<file path="src/core/clkdiv_map.vh">
/*
 * Register map, field positions, reset values and timing counts of the
 * channel clock divider control block.
 * Assumes inclusion by bare name from the block's design file.
 */
`ifndef CLKDIV_MAP_VH
`define CLKDIV_MAP_VH

// ****************************************
// register indices (byte address = index * 4)
// ****************************************
`define IDX_DIV1_PERIOD      10'h193
`define IDX_DIV1_CONTROL     10'h194
`define IDX_CH1_ROUTE_POWER  10'h195
`define IDX_DIV2_PERIOD      10'h196
`define IDX_DIV2_CONTROL     10'h197
`define IDX_CH2_ROUTE_POWER  10'h198
`define IDX_SOURCE_SELECT    10'h1E1
`define IDX_DIV_STATUS       10'h1F0

// ****************************************
// field positions
// ****************************************
`define PER_LOW_HI           7
`define PER_LOW_LO           4
`define PER_HIGH_HI          3
`define PER_HIGH_LO          0
`define CTL_BYPASS           7
`define CTL_IGNORE_SYNC      6
`define CTL_FORCE            5
`define CTL_START_HIGH       4
`define CTL_PHASE_HI         3
`define CTL_PHASE_LO         0
`define RTE_POWER_DOWN       2
`define RTE_DIRECT           1
`define RTE_DCC_DISABLE      0
`define SRC_SEL_HI           1
`define SRC_SEL_LO           0

// ****************************************
// reset values and encodings
// ****************************************
`define RST_DIV1_PERIOD      8'h33
`define RST_DIV2_PERIOD      8'h11
`define RST_CONTROL          8'h00
`define RST_ROUTE_POWER      3'h0
`define RST_SOURCE_SELECT    2'h1
`define SRC_EXT_CLOCK        2'h0
`define SRC_NO_DIRECT        2'h1
`define SRC_OSCILLATOR       2'h2

// ****************************************
// timing counts
// ****************************************
`define APB_WAIT_STATES      4'h1

`endif

</file>
<file path="src/core/channel_clock_divider_ctrl.v">
/*
 * Channel clock dividers 1 and 2 with per-channel output routing,
 * power-down and duty-cycle-correction control, reached over APB.
 * Assumes CLK is the divider input clock; SYNC, OSC_CLK and EXT_CLK
 * are asynchronous pins; the source-select field lives here as well.
 */
`include "clkdiv_map.vh"

module channel_clock_divider_ctrl #(
	parameter ADDR_W = 12
) (
	input  wire              CLK,
	input  wire              RST_B,
	input  wire              PSEL,
	input  wire              PENABLE,
	input  wire              PWRITE,
	input  wire [ADDR_W-1:0] PADDR,
	input  wire [31:0]       PWDATA,
	output wire [31:0]       PRDATA,
	output wire              PREADY,
	output wire              PSLVERR,
	input  wire              SYNC,
	input  wire              OSC_CLK,
	input  wire              EXT_CLK,
	output wire              CH1_OUTPUT_A,
	output wire              CH1_OUTPUT_B,
	output wire              CH1_OUTPUT_C,
	output wire              CH2_OUTPUT_A,
	output wire              CH2_OUTPUT_B,
	output wire              CH2_OUTPUT_C,
	output wire              CH1_POWERED_DOWN,
	output wire              CH2_POWERED_DOWN,
	output wire              CH1_DUTY_CYCLE_CORRECTION,
	output wire              CH2_DUTY_CYCLE_CORRECTION
);

	localparam ST_HOLD  = 3'b001;
	localparam ST_DELAY = 3'b010;
	localparam ST_RUN   = 3'b100;

	// ****************************************
	// pin synchronisers
	// ****************************************
	// clocks are sampled as levels, so only tones well below CLK survive routing
	reg  [2:0]  pin_meta_reg;
	reg  [2:0]  pin_sync_reg;

	always @(posedge CLK or negedge RST_B) begin
		if (!RST_B) begin
			pin_meta_reg <= 3'h0;
			pin_sync_reg <= 3'h0;
		end else begin
			pin_meta_reg <= {EXT_CLK, OSC_CLK, SYNC};
			pin_sync_reg <= pin_meta_reg;
		end
	end

	wire        sync_s = pin_sync_reg[0];
	wire        osc_s  = pin_sync_reg[1];
	wire        ext_s  = pin_sync_reg[2];

	// ****************************************
	// apb slave
	// ****************************************
	reg         pready_reg;
	reg         pslverr_reg;
	reg  [31:0] prdata_reg;
	reg  [1:0]  src_sel_reg;
	reg  [31:0] rdata_next;
	reg         hit_next;

	wire [ADDR_W-3:0] widx     = PADDR[ADDR_W-1:2];
	wire              aligned  = (PADDR[1:0] == 2'h0);
	wire              access   = PSEL & PENABLE;
	// write lands only at the edge where the master sees pready high
	wire              wr_fire  = access & pready_reg & PWRITE & aligned;

	wire [15:0] period_all;
	wire [15:0] control_all;
	wire [5:0]  route_all;
	wire [7:0]  status_all;

	// unaligned addresses read zero and answer with an error
	always @* begin
		rdata_next = 32'h0;
		hit_next   = aligned;
		case (widx)
			`IDX_DIV1_PERIOD:     rdata_next = {24'h0, period_all[7:0]};
			`IDX_DIV1_CONTROL:    rdata_next = {24'h0, control_all[7:0]};
			`IDX_CH1_ROUTE_POWER: rdata_next = {29'h0, route_all[2:0]};
			`IDX_DIV2_PERIOD:     rdata_next = {24'h0, period_all[15:8]};
			`IDX_DIV2_CONTROL:    rdata_next = {24'h0, control_all[15:8]};
			`IDX_CH2_ROUTE_POWER: rdata_next = {29'h0, route_all[5:3]};
			`IDX_SOURCE_SELECT:   rdata_next = {30'h0, src_sel_reg};
			`IDX_DIV_STATUS:      rdata_next = {24'h0, status_all};
			default: begin
				hit_next = 1'b0;
			end
		endcase
		if (!aligned) begin
			rdata_next = 32'h0;
		end
	end

	// ****************************************
	// apb wait states
	// ****************************************
	// pready comes from a flop, so the count must be at least one
	reg  [3:0]  wait_cnt_reg;
	wire        wait_done = (wait_cnt_reg == (`APB_WAIT_STATES - 4'h1));

	always @(posedge CLK or negedge RST_B) begin
		if (!RST_B) begin
			wait_cnt_reg <= 4'h0;
		end else if (access & ~pready_reg & ~wait_done) begin
			wait_cnt_reg <= wait_cnt_reg + 4'h1;
		end else begin
			wait_cnt_reg <= 4'h0;
		end
	end

	// pready, error and read data stand for one cycle only
	always @(posedge CLK or negedge RST_B) begin
		if (!RST_B) begin
			pready_reg  <= 1'b0;
			pslverr_reg <= 1'b0;
			prdata_reg  <= 32'h0;
		end else if (access & ~pready_reg & wait_done) begin
			pready_reg  <= 1'b1;
			pslverr_reg <= ~hit_next;
			prdata_reg  <= PWRITE ? 32'h0 : rdata_next;
		end else begin
			pready_reg  <= 1'b0;
			pslverr_reg <= 1'b0;
			prdata_reg  <= 32'h0;
		end
	end

	always @(posedge CLK or negedge RST_B) begin
		if (!RST_B) begin
			src_sel_reg <= `RST_SOURCE_SELECT;
		end else if (wr_fire && widx == `IDX_SOURCE_SELECT) begin
			src_sel_reg <= PWDATA[`SRC_SEL_HI:`SRC_SEL_LO];
		end
	end

	assign PREADY  = pready_reg;
	assign PSLVERR = pslverr_reg;
	assign PRDATA  = prdata_reg;

	// ****************************************
	// per-channel divider and routing
	// ****************************************
	wire [5:0] out_all;
	wire [1:0] pd_all;
	wire [1:0] dcc_all;

	genvar ch;
	generate
		for (ch = 0; ch < 2; ch = ch + 1) begin : chan
			localparam [ADDR_W-3:0] I_PER = (ch == 0) ? `IDX_DIV1_PERIOD : `IDX_DIV2_PERIOD;
			localparam [ADDR_W-3:0] I_CTL = (ch == 0) ? `IDX_DIV1_CONTROL : `IDX_DIV2_CONTROL;
			localparam [ADDR_W-3:0] I_RTE = (ch == 0) ? `IDX_CH1_ROUTE_POWER : `IDX_CH2_ROUTE_POWER;
			localparam [7:0]        R_PER = (ch == 0) ? `RST_DIV1_PERIOD : `RST_DIV2_PERIOD;

			reg  [7:0] period_reg;
			reg  [7:0] control_reg;
			reg  [2:0] route_reg;
			reg  [2:0] state_reg;
			reg  [2:0] state_next;
			reg  [3:0] cnt_reg;
			reg  [3:0] cnt_next;
			reg        level_reg;
			reg        level_next;
			reg        byp_tog_reg;
			reg  [2:0] out_reg;
			reg        pd_reg;
			reg        dcc_reg;
			reg        div_out;
			reg        out_next;

			wire       bypass   = control_reg[`CTL_BYPASS];
			wire       ign_sync = control_reg[`CTL_IGNORE_SYNC];
			wire       force_on = control_reg[`CTL_FORCE];
			wire       start_hi = control_reg[`CTL_START_HIGH];
			wire [3:0] phase    = control_reg[`CTL_PHASE_HI:`CTL_PHASE_LO];
			wire [3:0] low_cnt  = period_reg[`PER_LOW_HI:`PER_LOW_LO];
			wire [3:0] high_cnt = period_reg[`PER_HIGH_HI:`PER_HIGH_LO];
			wire       pd       = route_reg[`RTE_POWER_DOWN];
			wire       direct   = route_reg[`RTE_DIRECT];
			wire       sync_hit = sync_s & ~ign_sync;

			always @(posedge CLK or negedge RST_B) begin
				if (!RST_B) begin
					period_reg  <= R_PER;
					control_reg <= `RST_CONTROL;
					route_reg   <= `RST_ROUTE_POWER;
				end else if (wr_fire) begin
					if (widx == I_PER) begin
						period_reg <= PWDATA[7:0];
					end
					if (widx == I_CTL) begin
						control_reg <= PWDATA[7:0];
					end
					if (widx == I_RTE) begin
						route_reg <= PWDATA[2:0];
					end
				end
			end

			always @* begin
				state_next = state_reg;
				cnt_next   = cnt_reg;
				level_next = level_reg;
				if (sync_hit) begin
					// held while sync stands, counter cleared
					state_next = ST_HOLD;
					cnt_next   = 4'h0;
					level_next = start_hi;
				end else begin
					case (state_reg)
						ST_HOLD: begin
							state_next = ST_DELAY;
							cnt_next   = 4'h0;
						end
						ST_DELAY: begin
							if (cnt_reg >= phase) begin
								state_next = ST_RUN;
								cnt_next   = 4'h0;
								level_next = start_hi;
							end else begin
								cnt_next = cnt_reg + 4'h1;
							end
						end
						ST_RUN: begin
							// >= so a count lowered mid-level ends it at once instead of wrapping
							if (cnt_reg >= (level_reg ? high_cnt : low_cnt)) begin
								level_next = ~level_reg;
								cnt_next   = 4'h0;
							end else begin
								cnt_next = cnt_reg + 4'h1;
							end
						end
						default: begin
							state_next = ST_HOLD;
							cnt_next   = 4'h0;
						end
					endcase
				end
			end

			always @* begin
				if (bypass) begin
					// toggling at input rate; force deliberately ignored here
					div_out = byp_tog_reg;
				end else if (ign_sync & force_on) begin
					// forcing needs ignore-sync too, so a sync never fights a forced level
					div_out = start_hi;
				end else begin
					div_out = level_reg;
				end
				// power-down wins over routing, so a dead channel never leaks a clock
				if (pd) begin
					out_next = 1'b0;
				end else if (direct && src_sel_reg == `SRC_OSCILLATOR) begin
					out_next = osc_s;
				end else if (direct && src_sel_reg == `SRC_EXT_CLOCK) begin
					out_next = ext_s;
				end else begin
					// 01b and the unlisted 11b leave the divider connected
					out_next = div_out;
				end
			end

			always @(posedge CLK or negedge RST_B) begin
				if (!RST_B) begin
					state_reg   <= ST_DELAY;
					cnt_reg     <= 4'h0;
					level_reg   <= 1'b0;
					byp_tog_reg <= 1'b0;
					out_reg     <= 3'h0;
					pd_reg      <= 1'b0;
					dcc_reg     <= 1'b0;
				end else begin
					// counter frozen while bypassed; divider is held but not flagged as powered down
					if (!bypass) begin
						state_reg <= state_next;
						cnt_reg   <= cnt_next;
						level_reg <= level_next;
					end
					// cleared outside bypass, so bypass always starts from a low level
					byp_tog_reg <= bypass ? ~byp_tog_reg : 1'b0;
					out_reg     <= {3{out_next}};
					pd_reg      <= pd;
					dcc_reg     <= ~route_reg[`RTE_DCC_DISABLE];
				end
			end

			assign period_all[ch*8 +: 8]  = period_reg;
			assign control_all[ch*8 +: 8] = control_reg;
			assign route_all[ch*3 +: 3]   = route_reg;
			// status is read-only; a write to it lands nowhere and raises no error
			assign status_all[ch*4 +: 4]  = {level_reg, state_reg};
			assign out_all[ch*3 +: 3]     = out_reg;
			assign pd_all[ch]             = pd_reg;
			assign dcc_all[ch]            = dcc_reg;
		end
	endgenerate

	// ****************************************
	// outputs
	// ****************************************
	// a channel's three pins load one next value, so they never skew
	assign CH1_OUTPUT_A              = out_all[0];
	assign CH1_OUTPUT_B              = out_all[1];
	assign CH1_OUTPUT_C              = out_all[2];
	assign CH2_OUTPUT_A              = out_all[3];
	assign CH2_OUTPUT_B              = out_all[4];
	assign CH2_OUTPUT_C              = out_all[5];
	assign CH1_POWERED_DOWN          = pd_all[0];
	assign CH2_POWERED_DOWN          = pd_all[1];
	assign CH1_DUTY_CYCLE_CORRECTION = dcc_all[0];
	assign CH2_DUTY_CYCLE_CORRECTION = dcc_all[1];

endmodule // channel_clock_divider_ctrl

</file>
<file path="config.mk">
export PLATFORM = sky130hd
export DESIGN_NAME = channel_clock_divider_ctrl
export DESIGN_NICKNAME = d
export VERILOG_FILES = /design/src/core/channel_clock_divider_ctrl.v
export VERILOG_INCLUDE_DIRS = /design/src /design/src/core
export SDC_FILE = /design/constraint.sdc
export NUM_CORES = 1
export LEC_CHECK = 0
export BUFFER_PORTS_ARGS = -buffer_cell sky130_fd_sc_hd__buf_2
export CORE_MARGIN = 3
export CORE_UTILIZATION = 45
export DETAILED_ROUTE_END_ITERATION = 10
export GPL_TIMING_DRIVEN = 0
export PLACE_DENSITY = 0.68
export SLEW_MARGIN = 20
export SYNTH_ARGS = -nofsm -noshare
export SYNTH_HDL_FRONTEND = slang
export SYNTH_SLANG_ARGS = --single-unit
</file>
<file path="constraint.sdc">
create_clock -name CLK -period 6.3 [get_ports CLK]
set_clock_uncertainty 0.15 [all_clocks]
set_input_delay 0 -clock CLK [delete_from_list [all_inputs] [get_ports CLK]]
set_output_delay 0 -clock CLK [all_outputs]
set_load 0.02 [all_outputs]
</file>
# Word-level counts from Yosys, hierarchy flattened
# Index checks and enable logic that the tools add are counted.
# totals
ff_bits	108
latchBits	0
ramBits	0
mem_bits_ro	0
in_bits	52
out_inout_bits	44
word_cells	144
n_memories	0
# classes
addsub	3
mul	0
n_div	0
order_cmp	4
eq_ne	21
shifts	0
mux	44
n_bitwise	24
reduce_logical	21
# op_table
operator	count
32-bit two-way mux	3
10-bit by 9-bit == test with 1-bit output, second input constant	8
8-bit case mux with 8 select lines	1
4-bit two-way mux	9
1-bit two-way mux	21
3-bit case mux with 3 select lines	2
4-bit >= comparator	4
4-bit case mux with 2 select lines	2
1-bit NOT	13
4-bit by 1-bit adder with 4-bit output, second input constant	3
3-bit two-way mux	4
3-bit != test, second input constant	4
2-bit AND reduction	6
1-bit bitwise AND	11
4-bit AND reduction	2
8-bit OR reduction	1
3-bit by 1-bit == test with 1-bit output, second input constant	2
3-bit by 2-bit == test with 1-bit output, second input constant	2
3-bit == test, second input constant	2
3-bit AND reduction	2
3-bit nonzero test	2
1-bit logical AND	5
2-bit zero test	2
4-bit zero test	1
other kinds (3)	5

# Longest topological paths before layout
# Gate-level depths: netlist (run 1).
# logic_depth
word_depth	6
mapped_depth	8

# Worst setup path before layout (run 1)
# OpenSTA, ideal clock, no wires.
# synth_path
path_type	register -> register
startpoint	reg chan[1].level_reg
endpoint	reg chan[1].cnt_reg[1]
setup_ns	0.083
t_arrival_ns	2.298
required_time_ns	6.067
path_slack_ns	3.769
path_stages_with_launch	9
path_buffers	1
period_less_slack_ns	2.531
cell_sequence	dfrtp_1 clkbuf_1 mux2_2 ha_1 nand2b_1 a2111oi_0 o211a_1 o21ai_0 o21ai_0
# synth_between
elab_chain_cells	5
# synth_lines
element	line	rtl
start, declared	channel_clock_divider_ctrl.v:173	reg level_reg;
start signal, assigned	channel_clock_divider_ctrl.v:289	level_reg <= level_next;
4-bit two-way mux	channel_clock_divider_ctrl.v:237	if (cnt_reg >= (level_reg ? high_cnt : low_cnt)) begin
4-bit >= comparator	channel_clock_divider_ctrl.v:237	
4-bit two-way mux	channel_clock_divider_ctrl.v:237	
4-bit case mux with 2 select lines	channel_clock_divider_ctrl.v:221	case (state_reg)
4-bit two-way mux	channel_clock_divider_ctrl.v:215	if (sync_hit) begin
end signal, assigned	channel_clock_divider_ctrl.v:288	cnt_reg <= cnt_next;
end, declared	channel_clock_divider_ctrl.v:171	reg [3:0] cnt_reg;
# No other way between the ends.
# A chain may end at the register's enable or synchronous reset.

# Final worst setup path (run 1)
# Same ends and word-level chain as after synthesis.

==> results.json, run 1 <==
{
  "routed-via-count": 3544,
  "ys.flop_type": "dfrtp_1",
  "p_leak_nw": 2.62,
  "tightest_slew_ns": 0.863,
  "ys_types": 59,
  "tns_ns": 0,
  "critical-path-max-stage-delay_ns": 0.63,
  "place.gp.congestion": 0.836,
  "crit_chain": "clkbuf_1 > mux2_2 > ha_1 > nand2b_1 > a2111oi_0 > o211a_1 > o21ai_0 > o21ai_0",
  "portBuffers": 47,
  "synth-seq-cells": 84,
  "dp_hpwl_um": 7820,
  "syn_avg_cell_area_um2": 10.9,
  "cts.clk_slew.worst_paths_ns": 0.09,
  "post-place-cells": 630,
  "grt_antenna_before_repair": 0,
  "synth_top_area_share": 0.405,
  "status": "finished, final reports clean",
  "die_area_um2": 11500,
  "numClockSinks": 84,
  "wl_um": 10700,
  "layout.cells.non_filler": 665,
  "worstPathRequired_ns": 6.43,
  "overflow": 0,
  "endpoint_kind": "flop",
  "synthArstFlopShare": 1.00,
  "avgViaCountPerCell": 5.33,
  "slew_headroom": 0.420,
  "core_area_um2": 9910,
  "synth-edff-count": 0,
  "htreeDepth": 3,
  "grt_pass1_wl_um": 17700,
  "min_path_type": "in -> reg",
  "powerDensity_nw_per_um2": 205,
  "max_freq_ghz": 0.332,
  "layout_commonest_cell": "dfrtp_1",
  "first_iter_violations": 181,
  "drv_slew": 0,
  "finish.utilization": 0.566,
  "cts_buffers": 9,
  "diodes": 0,
  "clockBufferDepth": 2,
  "drive_gt1_frac": 0.320,
  "yosysWarnings": 0,
  "synth.top_cells.by_area": "dfrtp_1, mux2_2, ha_1, dfstp_2, buf_4",
  "yosys.area.top_type": "dfrtp_1",
  "clkLatencyLatePin_ns": 0.36,
  "power.total_mw": 1.15,
  "postCtsResizedCells": 0,
  "grt_max_degree": 58,
  "syn2layout_area_growth_pct": 21.0,
  "cts_tree": "built",
  "arrival_ns": 3.14,
  "dr.pass1.iters": 4,
  "finalCriticalPeriod_ns": 3.01,
  "synth_area_um2": 4630,
  "cap_violations": 0,
  "drt-wirelength-per-cell_um": 16.1,
  "crit_path_max_fanout": 9,
  "cp_top_family": "compound AO/OA/AOI/OAI gates",
  "row_count": 36,
  "grt_pass1_vias": 3544,
  "hold_viol": 0,
  "synth_cells": 426,
  "path_common_cell": "o21ai_0",
  "start_util": 0.467,
  "final_nets": 599,
  "cp.buffers_inverters": 1,
  "boundaryPins": 96,
  "ir_drop_mv": 0.108,
  "drtAntennaViolNets": 0,
  "dp_slack_ns": 3.34,
  "setup_viol": 0,
  "rsz0062_at_grt": "no",
  "dieWidth_um": 107,
  "min_period_over_period": 0.478,
  "root_buffer": "clkbuf_8",
  "die_y_um": 107,
  "final_cell_mix": "dfrtp_1, buf_2, mux2_2",
  "startpoint_type": "flop",
  "route.detailed.drc": 0,
  "critPathKind": "reg -> reg",
  "grt_usage": 0.197,
  "setup_ws_ns": 3.29,
  "cp_slowest_cell": "a2111oi_0",
  "ys_seq_area_frac": 0.456
}
-- path summary, 6_finish.rpt --
kind,startpoint,end,slack (ns),cells past startpoint
max,chan[1].level_reg,chan[1].cnt_reg[1],3.29,8
min,PADDR[6],PSLVERR,0.02,5
max reg2reg,chan[1].level_reg,chan[1].cnt_reg[1],3.29,8
min reg2reg,pin_meta_reg[2],pin_sync_reg[2],0.20,0
max in group asynchronous,RST_B,chan[0].period_reg[0],5.60,3
min in group asynchronous,RST_B,chan[1].state_reg[1],0.05,2
-- repair_timing --
| item | CTS | global route |
|---|---|---|
| buffers inserted | 0 | 0 |
| endpoints found under the hold margin | 133 | 0 |
| hold buffers | 19 | 0 |
| endpoints found under the setup margin | 0 | 0 |
-- cells by family after synthesis --
kind of cell | count (synthesis) | synth area share
and+or+nand+nor | 121 | 0.147
AOI/OAI and AO/OA | 86 | 0.135
DFF | 84 | 0.456
buffers and inverters | 58 | 0.0711
muxes | 53 | 0.130
adders and majority gates | 20 | 0.0540
xor gates and xnor gates | 3 | 0.00568
other | 1 | 0.000810
-- power breakdown --
| group | total, mW | leakage (nW) | internal [mW] | switching, mW |
|---|---|---|---|---|
| sequential | 0.554 | 1.11 | 0.548 | 0.00566 |
| combinational | 0.116 | 1.39 | 0.0486 | 0.0678 |
| clock | 0.477 | 0.124 | 0.277 | 0.200 |
-- layer usage --
| metal | vias to the layer above | routed length [um] | global-route usage |
|---|---|---|---|
| met5 | - | 0 | 0 |
| met4 | 0 | 73 | 0.0460 |
| met3 | 8 | 626 | 0.0348 |
| met2 | 93 | 5150 | 0.330 |
| met1 | 1729 | 4880 | 0.268 |
| li1 | 1714 | - | - |
-- area by class of cell --
| type | count | area (um^2) |
|---|---|---|
| buffer | 41 | 265 |
| tap | 133 | 166 |
| clock buffer | 11 | 141 |
| fill | 874 | 4310 |
| clock inverter | 5 | 108 |
| timing repair buffer | 67 | 465 |
| inverter | 17 | 63.8 |
| multi-input combinational | 307 | 2280 |
| sequential | 84 | 2110 |
-- worst min-delay path, cell delays in order --
cell	delay (ns)
buf_2	0.14
xor2_1	0.13
a2bb2oi_1	0.09
nor2_1	0.09
nor2_1	0.04
-- synth_stat cells, drive strengths merged, types with 3 or more instances --
library cell   n
mux2i          7
nor3          12
clkbuf        10
nor2          20
o22ai          6
nand3          6
nor2b         10
mux2          45
nand2         29
a2bb2oi        4
inv           17
a21oi         19
a22oi          7
nor4           4
or4            4
nor3b         11
or2            3
a222oi         6
dfrtp         75
a2111oi        4
ha            20
dfstp          9
nand2b        13
o21a           3
o21ai         14
buf           31
-- metrics by stage --
step                      hold WS [ns]  area [um^2]
after floorplan                 -0.446         4720
after global placement         -0.0419         5120
after detailed placement        -0.189         5150
after CTS                      0.00329         5600
after global routing            0.0350         5600
final                           0.0165         5600
No activity file was read; power rests on OpenSTA's default activity.
==> run 2: changes to the inputs <==
--- a/config.mk
+++ b/config.mk
@@ -11,7 +11,7 @@
 export CORE_UTILIZATION = 45
 export DETAILED_ROUTE_END_ITERATION = 10
 export GPL_TIMING_DRIVEN = 0
-export PLACE_DENSITY = 0.68
+export PLACE_DENSITY = 0.7
 export SLEW_MARGIN = 20
 export SYNTH_ARGS = -nofsm -noshare
 export SYNTH_HDL_FRONTEND = slang
==> constraint.sdc (replaced) <==
create_clock -name CLK -period 2.6 [get_ports CLK]
set_clock_uncertainty 0.15 [all_clocks]
set_input_delay 0 -clock CLK [delete_from_list [all_inputs] [get_ports CLK]]
set_output_delay 0 -clock CLK [all_outputs]
set_load 0.02 [all_outputs]
==> run 2 against run 1 <==
  * Via count is 0.93% higher
  * Sequential share of layout area is 0.25 points higher
  * Sequential cell count stayed put
  * Hold slack worse by 0.00058 ns
  * Highest routed layer unchanged
  * Global-route usage is 0.62 points lower
==> results.json, run 2 (same netlist as run 1, synthesis figures left out) <==
{
  "min_path_type": "in -> async",
  "worstPathRequired_ns": 2.69,
  "grt_pass1_vias": 3464,
  "grt_pass1_wl_um": 17300,
  "syn2layout_area_growth_pct": 20.4,
  "drtAntennaViolNets": 0,
  "status": "finished, final reports clean",
  "placed_area_um2": 5150,
  "dp_slack_ns": -0.346,
  "boundaryPins": 96,
  "grt_usage": 0.191,
  "portBuffers": 47,
  "overflow": 0,
  "tightest_slew_ns": 0.909,
  "rsz0062_at_grt": "no",
  "clkLatencyLatePin_ns": 0.36,
  "post-place-cells": 630,
  "max_freq_ghz": 0.409,
  "cp_slowest_cell": "dfrtp_2",
  "cts.clk_slew.worst_paths_ns": 0.09,
  "dp_hpwl_um": 7790,
  "final_nets": 601,
  "finalCriticalPeriod_ns": 2.45,
  "arrival_ns": 2.54,
  "core_area_um2": 9910,
  "row_count": 36,
  "min_period_over_period": 0.940,
  "dieWidth_um": 107,
  "p_leak_nw": 2.61,
  "route.detailed.drc": 0,
  "crit_path_max_fanout": 9,
  "slew_headroom": 0.389,
  "power.total_mw": 2.53,
  "first_iter_violations": 219,
  "routed-via-count": 3577,
  "critPathKind": "reg -> reg",
  "die_y_um": 107,
  "clockBufferDepth": 2,
  "die_area_um2": 11500,
  "setup_viol": 0,
  "layout.cells.non_filler": 667,
  "cts_buffers": 9,
  "startpoint_type": "flop",
  "cp.buffers_inverters": 0,
  "cap_violations": 0,
  "final_area_um2": 5570,
  "wl_um": 10700,
  "numClockSinks": 84,
  "start_util": 0.467,
  "drt-wirelength-per-cell_um": 16.1,
  "powerDensity_nw_per_um2": 454,
  "critical-path-max-stage-delay_ns": 0.49,
  "cp_top_family": "compound AO/OA/AOI/OAI gates",
  "root_buffer": "clkbuf_8",
  "layout_commonest_cell": "dfrtp_1",
  "dr.pass1.iters": 5,
  "avgViaCountPerCell": 5.36,
  "cts_tree": "built",
  "drive_gt1_frac": 0.328,
  "place.gp.congestion": 0.831,
  "hold_viol": 0,
  "drv_slew": 0,
  "grt_max_degree": 45,
  "ir_drop_mv": 0.229,
  "setup_ws_ns": 0.155,
  "timing.hold.ws_ns": 0.0160,
  "diodes": 0,
  "grt_antenna_before_repair": 0,
  "htreeDepth": 3,
  "crit_chain": "mux2_2 > ha_1 > nand2b_1 > a31o_2 > a2111oi_0 > nor4_1 > o32a_1",
  "final_cell_mix": "dfrtp_1, buf_2, mux2_2",
  "endpoint_kind": "flop"
}
==> run 2: routing by layer <==
layer | vias up | part of all wire | track usage
li1 | 1716 | - | -
met1 | 1734 | 0.45 | 0.257
met2 | 109 | 0.48 | 0.313
met3 | 18 | 0.052 | 0.0342
met4 | 0 | 0.020 | 0.0631
met5 | - | 0 | 0
==> run 2: layout make-up <==
class	instances	area (um^2)
Buffer	39	258
Fill cell	856	4340
Inverter	17	63.8
Clock inverter	5	52.6
Timing Repair Buffer	71	488
Multi-Input combinational cell	307	2300
Sequential cell	84	2120
Clock buffer	11	131
Tap cell	133	166
==> run 2: stage by stage <==
stage,setup TNS (ns),utilization
floorplan,0,-
global placement,-1.35,0.517
detailed placement,-2.09,0.520
CTS,0,0.559
global route,0,0.563
finish,0,0.563
==> run 2: timing repair <==
item                                    4_1_cts  5_1_grt
endpoints found under the setup margin       10        9
resized for setup                             4        2
hold buffers                                 20        0
setup buffers                                 0        3
hold endpoints to repair                    134        0
==> run 2: worst paths after layout <==
kind                                        start                    end  slack, ns  cells after the start
min in group CLK                         PADDR[7]              PRDATA[1]       0.06                      5
max in group asynchronous                   RST_B  chan[1].period_reg[4]       1.60                      3
worst min-delay path                        RST_B     chan[0].cnt_reg[0]       0.02                      2
worst min register to register    pin_meta_reg[0]        pin_sync_reg[0]       0.20                      0
worst max register to register  chan[0].level_reg      chan[0].level_reg       0.15                      7
worst max-delay path            chan[0].level_reg      chan[0].level_reg       0.15                      7
==> run 2: power breakdown <==
| group | total (mW) | switching, mW | leakage [nW] | internal (mW) |
|---|---|---|---|---|
| Sequential | 1.34 | 0.0148 | 1.10 | 1.33 |
| Clock | 0.906 | 0.467 | 0.0931 | 0.440 |
| Combinational | 0.280 | 0.162 | 1.41 | 0.118 |
==> run 2: worst reg2reg max path: cells and delay by family, from the launching register on <==
kind / cells / cell delay, ns
DFF: 1 / 0.49
adders and majority gates: 1 / 0.26
muxes: 1 / 0.36
and+or+nand+nor: 2 / 0.24
AOI/OAI and AO/OA: 3 / 0.83
